**config.mk**
```make
export PLATFORM = sky130hd
export DESIGN_NAME = lsoc_top
export DESIGN_NICKNAME = d
export VERILOG_FILES = /design/src/hdl/lsoc_pkg.sv /design/src/hdl/lsoc_top.sv /design/src/hdl/lsoc_phase_gen.sv
export VERILOG_INCLUDE_DIRS = /design/src /design/src/hdl
export SDC_FILE = /design/constraint.sdc
export NUM_CORES = 1
export LEC_CHECK = 0
export ABC_AREA = 1
export BUFFER_PORTS_ARGS = -buffer_cell sky130_fd_sc_hd__buf_2
export CAP_MARGIN = 15
export CORE_UTILIZATION = 50
export CTS_BUF_LIST = sky130_fd_sc_hd__clkbuf_2
export DETAILED_ROUTE_END_ITERATION = 8
export GPL_ROUTABILITY_DRIVEN = 0
export PLACE_DENSITY_LB_ADDON = 0.05
export SLEW_MARGIN = 25
export SYNTH_ARGS = -nofsm -noshare
export SYNTH_HDL_FRONTEND = slang
export SYNTH_HIERARCHICAL = 1
export SYNTH_SLANG_ARGS = --single-unit
export TNS_END_PERCENT = 50
```
**constraint.sdc**
```tcl
create_clock -name clock -period 4.8 [get_ports clock]
set_input_delay 0.72 -clock clock [delete_from_list [all_inputs] [get_ports clock]]
set_output_delay 0.72 -clock clock [all_outputs]
set_load 0.05 [all_outputs]
```
**src/hdl/lsoc_regs.svh**
```systemverilog
// register map, field positions and reset values of the line sync output block
// assumes the includer addresses registers by word index, byte address = 4 * index
// What this block does
// - pixel data clock rises midway between pixel data output transitions
// - sampling phase versus line sync adjustable over full cycle in 32 steps
// - each phase step is 11.25 degrees; line sync output shifts likewise
// - incoming line sync is the reference for the pixel sampling clock
// - feedback divider divides by programmed 12-bit value plus one, 221..4095
// - input line sync polarity is detected so the output polarity is known
// - line sync output active high or low from sync control bit 5
// - line sync output aligned with pixel data clock and pixel data
// - line sync output pulse lasts the programmed number of pixel clocks, one pixel clock when width is zero
// - coast is generated internally by the sync processing logic
// - while coasting the PLL reference is blocked, pixel rate held
`ifndef LSOC_REGS_SVH
`define LSOC_REGS_SVH

// *************************************************
// register indices
// *************************************************
`define LSOC_IDX_REV        6'h00
`define LSOC_IDX_DIV_HI     6'h01
`define LSOC_IDX_DIV_LO     6'h02
`define LSOC_IDX_PHASE      6'h04
`define LSOC_IDX_WIDTH      6'h07
`define LSOC_IDX_SYNC_CTL   6'h10
`define LSOC_IDX_COAST_CTL  6'h11
`define LSOC_IDX_STATUS     6'h12
`define LSOC_IDX_PERIOD     6'h13

// *************************************************
// reset values
// *************************************************
`define LSOC_RST_DIV_HI     8'h69
`define LSOC_RST_DIV_LO     8'hD0
`define LSOC_RST_PHASE      8'h80
`define LSOC_RST_WIDTH      8'h20
`define LSOC_RST_SYNC_CTL   8'h20
`define LSOC_RST_COAST_CTL  8'h00

// *************************************************
// field positions
// *************************************************
`define LSOC_PHASE_LSB      3
`define LSOC_SYNC_MANUAL    7
`define LSOC_SYNC_IN_POL    6
`define LSOC_SYNC_OUT_POL   5
`define LSOC_COAST_EN       1
`define LSOC_COAST_MISS     2
`define LSOC_COAST_VSYNC    3
`define LSOC_ST_POL_HIGH    0
`define LSOC_ST_COAST       1
`define LSOC_ST_MISSING     2
`define LSOC_ST_DIV_LOW     3

// *************************************************
// limits and counts
// *************************************************
`define LSOC_DIV_MIN        12'h0DD
`define LSOC_HALF_CYCLE     5'h10
`define LSOC_PIX_W          24

`endif

```
**src/hdl/lsoc_pkg.sv**
```systemverilog
// types of the line sync output block
// assumes lsoc_regs.svh is on the include path
`default_nettype none
`include "lsoc_regs.svh"

package lsoc_pkg;

	typedef enum logic [1:0] {LSOC_LS_IDLE, LSOC_LS_PEND, LSOC_LS_PULSE} lsoc_ls_e;

	typedef struct packed {
		logic [4:0] step;
		logic       clk;
	} lsoc_phase_s;

	typedef struct packed {
		logic                   ls_m;
		logic                   ls_s;
		logic                   ls_p;
		logic                   vs_m;
		logic                   vs_s;
		logic [7:0]             div_hi;
		logic [7:0]             div_lo;
		logic [7:0]             phase;
		logic [7:0]             width;
		logic [7:0]             sync_ctl;
		logic [7:0]             coast_ctl;
		logic [31:0]            prdata;
		logic [15:0]            cnt;
		logic [15:0]            high_cnt;
		logic [15:0]            period;
		logic                   pol_high;
		logic                   coast;
		logic [17:0]            acc;
		logic                   step_tick;
		lsoc_ls_e               ls_state;
		logic [7:0]             ls_cnt;
		logic                   ls_lvl;
		logic [`LSOC_PIX_W-1:0] pix;
	} lsoc_core_s;

endpackage

`default_nettype wire

```
**src/hdl/lsoc_top.sv**
```systemverilog
// line sync processing: polarity detect, phase stepped pixel clock, line sync output, coast
// assumes an APB master on clock; line_sync_in and vsync_in are asynchronous pins
//
// Register access over APB and the register offsets were decided locally.
`timescale 1ns/100ps
`default_nettype none

module lsoc_top
#(
	parameter logic [7:0] REVISION = 8'h5A     // arbitrary value
)
(
	input  wire logic                   clock,
	input  wire logic                   sys_rst,
	input  wire logic                   psel,
	input  wire logic                   penable,
	input  wire logic                   pwrite,
	input  wire logic [7:0]             paddr,
	input  wire logic [31:0]            pwdata,
	output logic [31:0]                 prdata,
	output logic                        pready,
	output logic                        pslverr,
	input  wire logic                   line_sync_in,
	input  wire logic                   vsync_in,
	input  wire logic [`LSOC_PIX_W-1:0] pixel_in,
	output logic [`LSOC_PIX_W-1:0]      pixel_data_out,
	output logic                        pixel_data_clock_out,
	output logic                        line_sync_out,
	output logic                        pll_coast
);

	lsoc_pkg::lsoc_core_s q;
	lsoc_pkg::lsoc_core_s d;

	localparam lsoc_pkg::lsoc_core_s RST = '{
		div_hi:    `LSOC_RST_DIV_HI,
		div_lo:    `LSOC_RST_DIV_LO,
		phase:     `LSOC_RST_PHASE,
		width:     `LSOC_RST_WIDTH,
		sync_ctl:  `LSOC_RST_SYNC_CTL,
		coast_ctl: `LSOC_RST_COAST_CTL,
		ls_state:  lsoc_pkg::LSOC_LS_IDLE,
		default:   '0
	};

	logic        setup;
	logic        access;
	logic [5:0]  idx;
	logic        mapped;
	logic [11:0] div;
	logic        in_pol;
	logic        act_now;
	logic        act_prev;
	logic        lead;
	logic        missing;
	logic        coast;
	logic        ref_pll;
	logic [17:0] inc;
	logic [18:0] sum;
	logic [18:0] per;
	logic [18:0] rem;
	logic        sample;
	logic        out_act;

	// *************************************************
	// bus decode
	// *************************************************
	assign setup = psel & ~penable;
	assign access = psel & penable;
	assign idx = paddr[7:2];
	assign mapped = (paddr[1:0] == 2'h0) &&
		((idx == `LSOC_IDX_REV) || (idx == `LSOC_IDX_DIV_HI) ||
		(idx == `LSOC_IDX_DIV_LO) || (idx == `LSOC_IDX_PHASE) ||
		(idx == `LSOC_IDX_WIDTH) || (idx == `LSOC_IDX_SYNC_CTL) ||
		(idx == `LSOC_IDX_COAST_CTL) || (idx == `LSOC_IDX_STATUS) ||
		(idx == `LSOC_IDX_PERIOD));
	assign pready = 1'b1;
	assign pslverr = access & ~mapped;
	assign prdata = q.prdata;

	// *************************************************
	// sync processing
	// *************************************************
	assign div = {q.div_hi, q.div_lo[7:4]};
	// manual polarity is trusted as written
	assign in_pol = q.sync_ctl[`LSOC_SYNC_MANUAL] ? q.sync_ctl[`LSOC_SYNC_IN_POL] : q.pol_high;
	assign act_now = in_pol ? q.ls_s : ~q.ls_s;
	assign act_prev = in_pol ? q.ls_p : ~q.ls_p;
	assign lead = act_now & ~act_prev;
	assign missing = (q.period != 16'h0000) && ({1'b0, q.cnt} > {q.period, 1'b0});
	// internal coast; with all enables clear the reference always passes
	assign coast = q.coast_ctl[`LSOC_COAST_EN] &
		((q.coast_ctl[`LSOC_COAST_VSYNC] & q.vs_s) |
		(q.coast_ctl[`LSOC_COAST_MISS] & missing));
	assign ref_pll = lead & ~q.coast;
	// 32 steps per pixel, pixels per line = divider + 1
	assign inc = {6'h00, div} + 18'h00001;
	assign sum = {1'b0, q.acc} + {inc[13:0], 5'h00};
	assign per = {3'h0, q.period};
	assign rem = sum - per;

	lsoc_phase_gen u_phase
	(
		.clock     (clock),
		.sys_rst   (sys_rst),
		.step_tick (q.step_tick),
		.resync    (ref_pll),
		.phase     (q.phase[7:`LSOC_PHASE_LSB]),
		.sample    (sample),
		.clk_out   (pixel_data_clock_out)
	);

	always_comb
	begin
		d = q;
		out_act = 1'b0;
		// *************************************************
		// pin synchronisers
		// *************************************************
		d.ls_m = line_sync_in;
		d.ls_s = q.ls_m;
		d.ls_p = q.ls_s;
		d.vs_m = vsync_in;
		d.vs_s = q.vs_m;
		d.coast = coast;

		// *************************************************
		// register access
		// *************************************************
		if (setup)
		begin
			d.prdata = 32'h00000000;
			case (idx)
				`LSOC_IDX_REV:       d.prdata[7:0] = REVISION;
				`LSOC_IDX_DIV_HI:    d.prdata[7:0] = q.div_hi;
				`LSOC_IDX_DIV_LO:    d.prdata[7:0] = {q.div_lo[7:4], 4'h0};
				`LSOC_IDX_PHASE:     d.prdata[7:0] = {q.phase[7:3], 3'h0};
				`LSOC_IDX_WIDTH:     d.prdata[7:0] = q.width;
				`LSOC_IDX_SYNC_CTL:  d.prdata[7:0] = {q.sync_ctl[7:5], 5'h00};
				`LSOC_IDX_COAST_CTL: d.prdata[7:0] = {4'h0, q.coast_ctl[3:1], 1'b0};
				`LSOC_IDX_STATUS:
				begin
					d.prdata[`LSOC_ST_POL_HIGH] = in_pol;
					d.prdata[`LSOC_ST_COAST] = q.coast;
					d.prdata[`LSOC_ST_MISSING] = missing;
					d.prdata[`LSOC_ST_DIV_LOW] = div < `LSOC_DIV_MIN;
				end
				`LSOC_IDX_PERIOD:    d.prdata[15:0] = q.period;
				default:             d.prdata = 32'h00000000;
			endcase
		end
		if (access && pwrite && mapped)
		begin
			case (idx)
				`LSOC_IDX_DIV_HI:    d.div_hi = pwdata[7:0];
				`LSOC_IDX_DIV_LO:    d.div_lo = {pwdata[7:4], 4'h0};
				`LSOC_IDX_PHASE:     d.phase = {pwdata[7:3], 3'h0};
				`LSOC_IDX_WIDTH:     d.width = pwdata[7:0];
				`LSOC_IDX_SYNC_CTL:  d.sync_ctl = {pwdata[7:5], 5'h00};
				`LSOC_IDX_COAST_CTL: d.coast_ctl = {4'h0, pwdata[3:1], 1'b0};
				default:             d.coast_ctl = q.coast_ctl;
			endcase
		end

		// *************************************************
		// line period and polarity measurement
		// *************************************************
		d.cnt = (&q.cnt) ? q.cnt : q.cnt + 16'h0001;
		d.high_cnt = (&q.high_cnt) ? q.high_cnt : q.high_cnt + {15'h0000, q.ls_s};
		if (lead)
		begin
			// the active part of a line is the shorter one
			d.pol_high = q.high_cnt < {1'b0, q.cnt[15:1]};
			d.cnt = 16'h0001;
			d.high_cnt = {15'h0000, q.ls_s};
		end
		if (ref_pll)
		begin
			d.period = q.cnt;
		end

		// *************************************************
		// pixel rate generator, at most one step per clock
		// *************************************************
		d.step_tick = 1'b0;
		if (ref_pll)
		begin
			d.acc = 18'h00000;
		end
		else if (q.period == 16'h0000)
		begin
			d.acc = 18'h00000;
		end
		else if (sum >= per)
		begin
			d.acc = (rem >= per) ? 18'h00000 : rem[17:0];
			d.step_tick = 1'b1;
		end
		else
		begin
			d.acc = sum[17:0];
		end

		// *************************************************
		// line sync output
		// *************************************************
		case (q.ls_state)
			lsoc_pkg::LSOC_LS_IDLE:
			begin
				if (lead)
				begin
					d.ls_state = lsoc_pkg::LSOC_LS_PEND;
				end
			end
			lsoc_pkg::LSOC_LS_PEND:
			begin
				if (sample)
				begin
					// start on the same strobe that moves pixel data
					d.ls_state = lsoc_pkg::LSOC_LS_PULSE;
					d.ls_cnt = (q.width == 8'h00) ? 8'h01 : q.width;
				end
			end
			lsoc_pkg::LSOC_LS_PULSE:
			begin
				if (sample)
				begin
					if (q.ls_cnt == 8'h01)
					begin
						d.ls_state = lsoc_pkg::LSOC_LS_IDLE;
					end
					else
					begin
						d.ls_cnt = q.ls_cnt - 8'h01;
					end
				end
			end
			default:
			begin
				d.ls_state = lsoc_pkg::LSOC_LS_IDLE;
			end
		endcase
		out_act = (d.ls_state == lsoc_pkg::LSOC_LS_PULSE);
		d.ls_lvl = q.sync_ctl[`LSOC_SYNC_OUT_POL] ? out_act : ~out_act;
		if (sample)
		begin
			d.pix = pixel_in;
		end
	end

	assign pixel_data_out = q.pix;
	assign line_sync_out = q.ls_lvl;
	assign pll_coast = q.coast;

	always_ff @(posedge clock or posedge sys_rst)
	begin
		if (sys_rst)
		begin
			q <= RST;
		end
		else
		begin
			q <= d;
		end
	end

endmodule

`default_nettype wire

```
**src/hdl/lsoc_phase_gen.sv**
```systemverilog
// phase step counter: 32 steps per pixel period, sample strobe and pixel data clock
// assumes step_tick and resync come from logic on the same clock
`timescale 1ns/100ps
`default_nettype none

module lsoc_phase_gen
(
	input  wire logic       clock,
	input  wire logic       sys_rst,
	input  wire logic       step_tick,
	input  wire logic       resync,
	input  wire logic [4:0] phase,
	output logic            sample,
	output logic            clk_out
);

	lsoc_pkg::lsoc_phase_s q;
	lsoc_pkg::lsoc_phase_s d;
	logic [4:0]            nstep;
	logic [4:0]            diff;

	// *************************************************
	// step counter
	// *************************************************
	always_comb
	begin
		d = q;
		nstep = q.step;
		if (resync)
		begin
			nstep = 5'h00;
		end
		else if (step_tick)
		begin
			nstep = q.step + 5'h01;
		end
		diff = nstep - phase;
		// data moves at diff 0, clock rises at diff 16: half a pixel later
		d.clk = diff[4];
		d.step = nstep;
	end

	assign sample = step_tick & ~resync & ((q.step + 5'h01) == phase);
	assign clk_out = q.clk;

	always_ff @(posedge clock or posedge sys_rst)
	begin
		if (sys_rst)
		begin
			q <= '0;
		end
		else
		begin
			q <= d;
		end
	end

endmodule

`default_nettype wire

```
==> results.py <==
metrics = {
    "power_and_ir_drop": {
        "combPwrFrac_pct": 62.3,
        "power_switching_mw": 3.363,
        "leakage_nw": 6.447,
        "vdd_drop_max_v": 0.0003340,
        "intPower_mw": 3.458,
        "total_power_mw": 6.821,
        "p_per_area_nw_per_um2": 558.7,
        "p_clk_share_pct": 11.0,
        "seqPwrFrac_pct": 26.6,
        "p_sw_share_pct": 49.31,
    },
    "detailed_routing": {
        "wl_um": 27670,
        "drc": 0,
        "firstDrtPassIters": 6,
        "drt-wirelength-per-cell_um": 15.49,
        "via_count": 9318,
        "vias_per_cell": 5.217,
        "ant_nets": 0,
        "drt_iter0_drc": 618,
    },
    "setup_path": {
        "crit_path_max_fanout": 8,
        "criticalPathCategory": "reg -> reg",
        "crit_path_top_delay_cell": "dfstp_2",
        "worstPathRequired_ns": 5.48,
        "crit_arrival_ns": 5.54,
        "cp.buffers_inverters": 5,
        "max_stage_delay_ns": 0.59,
        "start_kind": "flop",
        "worstSetupEndpointType": "flop",
        "critPathTopFamily": "adder cells",
    },
    "cells_and_area": {
        "area_growth_pct": 12.45,
        "nNetsFinal": 1657,
        "final_cells": 1786,
        "design_area_um2": 12210,
        "drive_gt1_share_pct": 19.75,
    },
    "sta": {
        "setup_slack_ns": -0.05914,
        "period_share_pct": 101.2,
        "maxSlewHeadroom_pct": 32.71,
        "hold_violations": 0,
        "clock_skew_ns": 0.04066,
        "rsz0062_at_grt": "yes",
        "fin_crit_ns": 4.859,
        "setup_violations": 15,
        "tns_ns": -0.5445,
        "tightest_slew_ns": 1.003,
        "slew_viol_final": 0,
        "clock.fmax_mhz": 205.8,
    },
    "floorplan": {
        "die_w_um": 149.4,
        "rows": 53,
        "ios": 132,
        "dieArea_um2": 22310,
        "core_um2": 21150,
        "die_y_um": 149.4,
        "initial_core_util_pct": 51.33,
    },
    "logic_synthesis": {
        "synth_ff_type": "dfrtp_1",
        "async_reset_ff_share_pct": 100.0,
        "yosysTopAreaCell": "dfrtp_1",
        "ys_warn_count": 6,
        "yosysSeqAreaShare_pct": 37.45,
        "synthCells": 1398,
        "synth_area_leaders": "dfrtp_1 35%, nand2_1 12%, ha_1 10%",
        "synth_area_um2": 10860,
        "yosysMostFrequentCell": "nand2_1",
        "synth_common_cells": "343 x nand2_1, 161 x inv_1, 152 x dfrtp_1, 92 x nor2_1, 88 x ha_1",
        "postSynthAreaPerCell_um2": 7.767,
        "synth_edf_count": 0,
        "synth_cell_types": 56,
        "ys_ff_latch": 162,
        "synth_top_area_share_pct": 35.03,
    },
    "cts": {
        "cts_buffer_depth": 2,
        "clock-root-buffer": "clkbuf_2",
        "path_clk_slew_ns": 0.27,
        "cts_tree": "built",
        "h-tree-depth": 4,
        "worstSkewPairLatency_ns": 0.74,
        "cts_sinks": 162,
        "numCtsBuffers": 17,
    },
    "placement": {
        "io_buffers": 90,
        "dp_hpwl_um": 20390,
        "postPlaceCellArea_um2": 11500,
        "post-place-ws_ns": -0.1140,
        "place_inst": 1739,
    },
    "status": {
        "violations": "negative setup slack",
        "status": "complete, but fails checks",
    },
    "grt": {
        "grt_usage_pct": 24.87,
        "gr-total-overflow": 0,
        "grt_max_degree": 157,
        "grt_pass1_vias": 8393,
        "antenna_found_initial": 1,
        "grt_pass1_wl_um": 43150,
    },
    "min_path": {
        "min_path_type": "in -> reg",
    },
    "job": {
        "cap_violations": 0,
    },
}
[power by group through the flow]
stage,Clock [mW],Combinational [mW],Sequential [mW]
floorplan,0,2.89,1.82
global placement,0,3.64,1.83
detailed placement,0,3.68,1.84
CTS,0.787,3.77,1.81
global route,0.841,4.71,1.85
finish,0.752,4.25,1.82
[cell usage in the layout, fill, tap and decap left out, types with 11 or more instances in the layout]
cell type / synthesis / final
a21oi_1: 72 / 63
buf_2: 3 / 90
buf_4: 58 / 47
clkbuf_2: 0 / 18
conb_1: 2 / 19
dfrtp_1: 152 / 152
ha_1: 88 / 82
inv_1: 161 / 158
inv_2: 10 / 12
nand2_1: 343 / 335
nand2_2: 11 / 18
nand3_1: 74 / 61
nand3_2: 6 / 19
nand4_1: 22 / 22
nor2_1: 92 / 87
nor3_1: 19 / 17
o21ai_0: 86 / 85
o21ai_1: 22 / 22
o22ai_1: 16 / 16
o31ai_1: 11 / 11
xor2_1: 29 / 23
[layer usage]
metal | global-route usage, % | vias to the layer above | wire, um
met3 | 4.067 | 33 | 1240
met2 | 39.51 | 226 | 12600
met4 | 6.020 | 0 | 493
met5 | 0 | - | 0
li1 | - | 4728 | -
met1 | 35.17 | 4331 | 13340
[metrics by stage]
stage,hold WS [ns],util (%)
after floorplan,0.3312,-
after global placement,0.3381,54.38
after detailed placement,0.3358,54.38
after CTS,0.08236,55.86
after global routing,0.04197,57.72
final,0.1546,57.72
[registers in the layout, indices dropped and copies added, names as in the netlist]
| register | cells |
|---|---|
| per | 16 |
| q | 83 |
| pll_coast | 1 |
| u_phase/q | 5 |
| line_sync_out | 1 |
| pixel_data_out | 24 |
| d | 3 |
| prdata | 16 |
| div | 12 |
| u_phase/clk_out | 1 |
[path summary, 6_finish.rpt]
| check | start | end | slack (ns) | depth (start not counted) |
|---|---|---|---|---|
| max | div[0] | q[37] | -0.06 | 26 |
| min | pixel_in[4] | pixel_data_out[4] | 0.15 | 3 |
| max reg2reg | div[0] | q[37] | -0.06 | 26 |
| min reg2reg | d[187] | d[186] | 0.39 | 0 |
| max in group asynchronous | sys_rst | per[1] | 3.45 | 4 |
| min in group asynchronous | sys_rst | u_phase/clk_out | 0.41 | 3 |
[worst min-delay path: cells and delay by family]
kind | cells | cell delay [ns]
buffers and inverters | 1 | 0.07
and+or+nand+nor | 2 | 0.09
[cell families after synthesis]
logic type / Yosys count / synth area share [%]
compound gates: 249 / 13.14
xor+xnor: 40 / 3.226
simple gates: 599 / 24.35
fa+ha+maj: 90 / 10.51
other cells: 2 / 0.06917
buf+inv: 256 / 11.26
flops: 162 / 37.45
[final cells by class]
type | instances | area (um^2)
diodes | 2 | 5.005
clock buffers | 18 | 90.09
clock inverters | 14 | 143.9
fillers | 2011 | 8945
inverters | 174 | 659.4
multi-input cells | 997 | 5982
flip-flops and latches | 162 | 4066
well taps | 275 | 344.1
repair buffers | 144 | 918.4
[timing repair]
item | in CTS | in global routing
hold buffers | 3 | 0
setup endpoints to repair | 16 | 16
cloned | 0 | 1
setup buffers | 0 | 9
hold endpoints to repair | 8 | 0
pin swaps | 5 | 45
gates resized for setup | 10 | 56
Power figures use the tool's default switching activity.
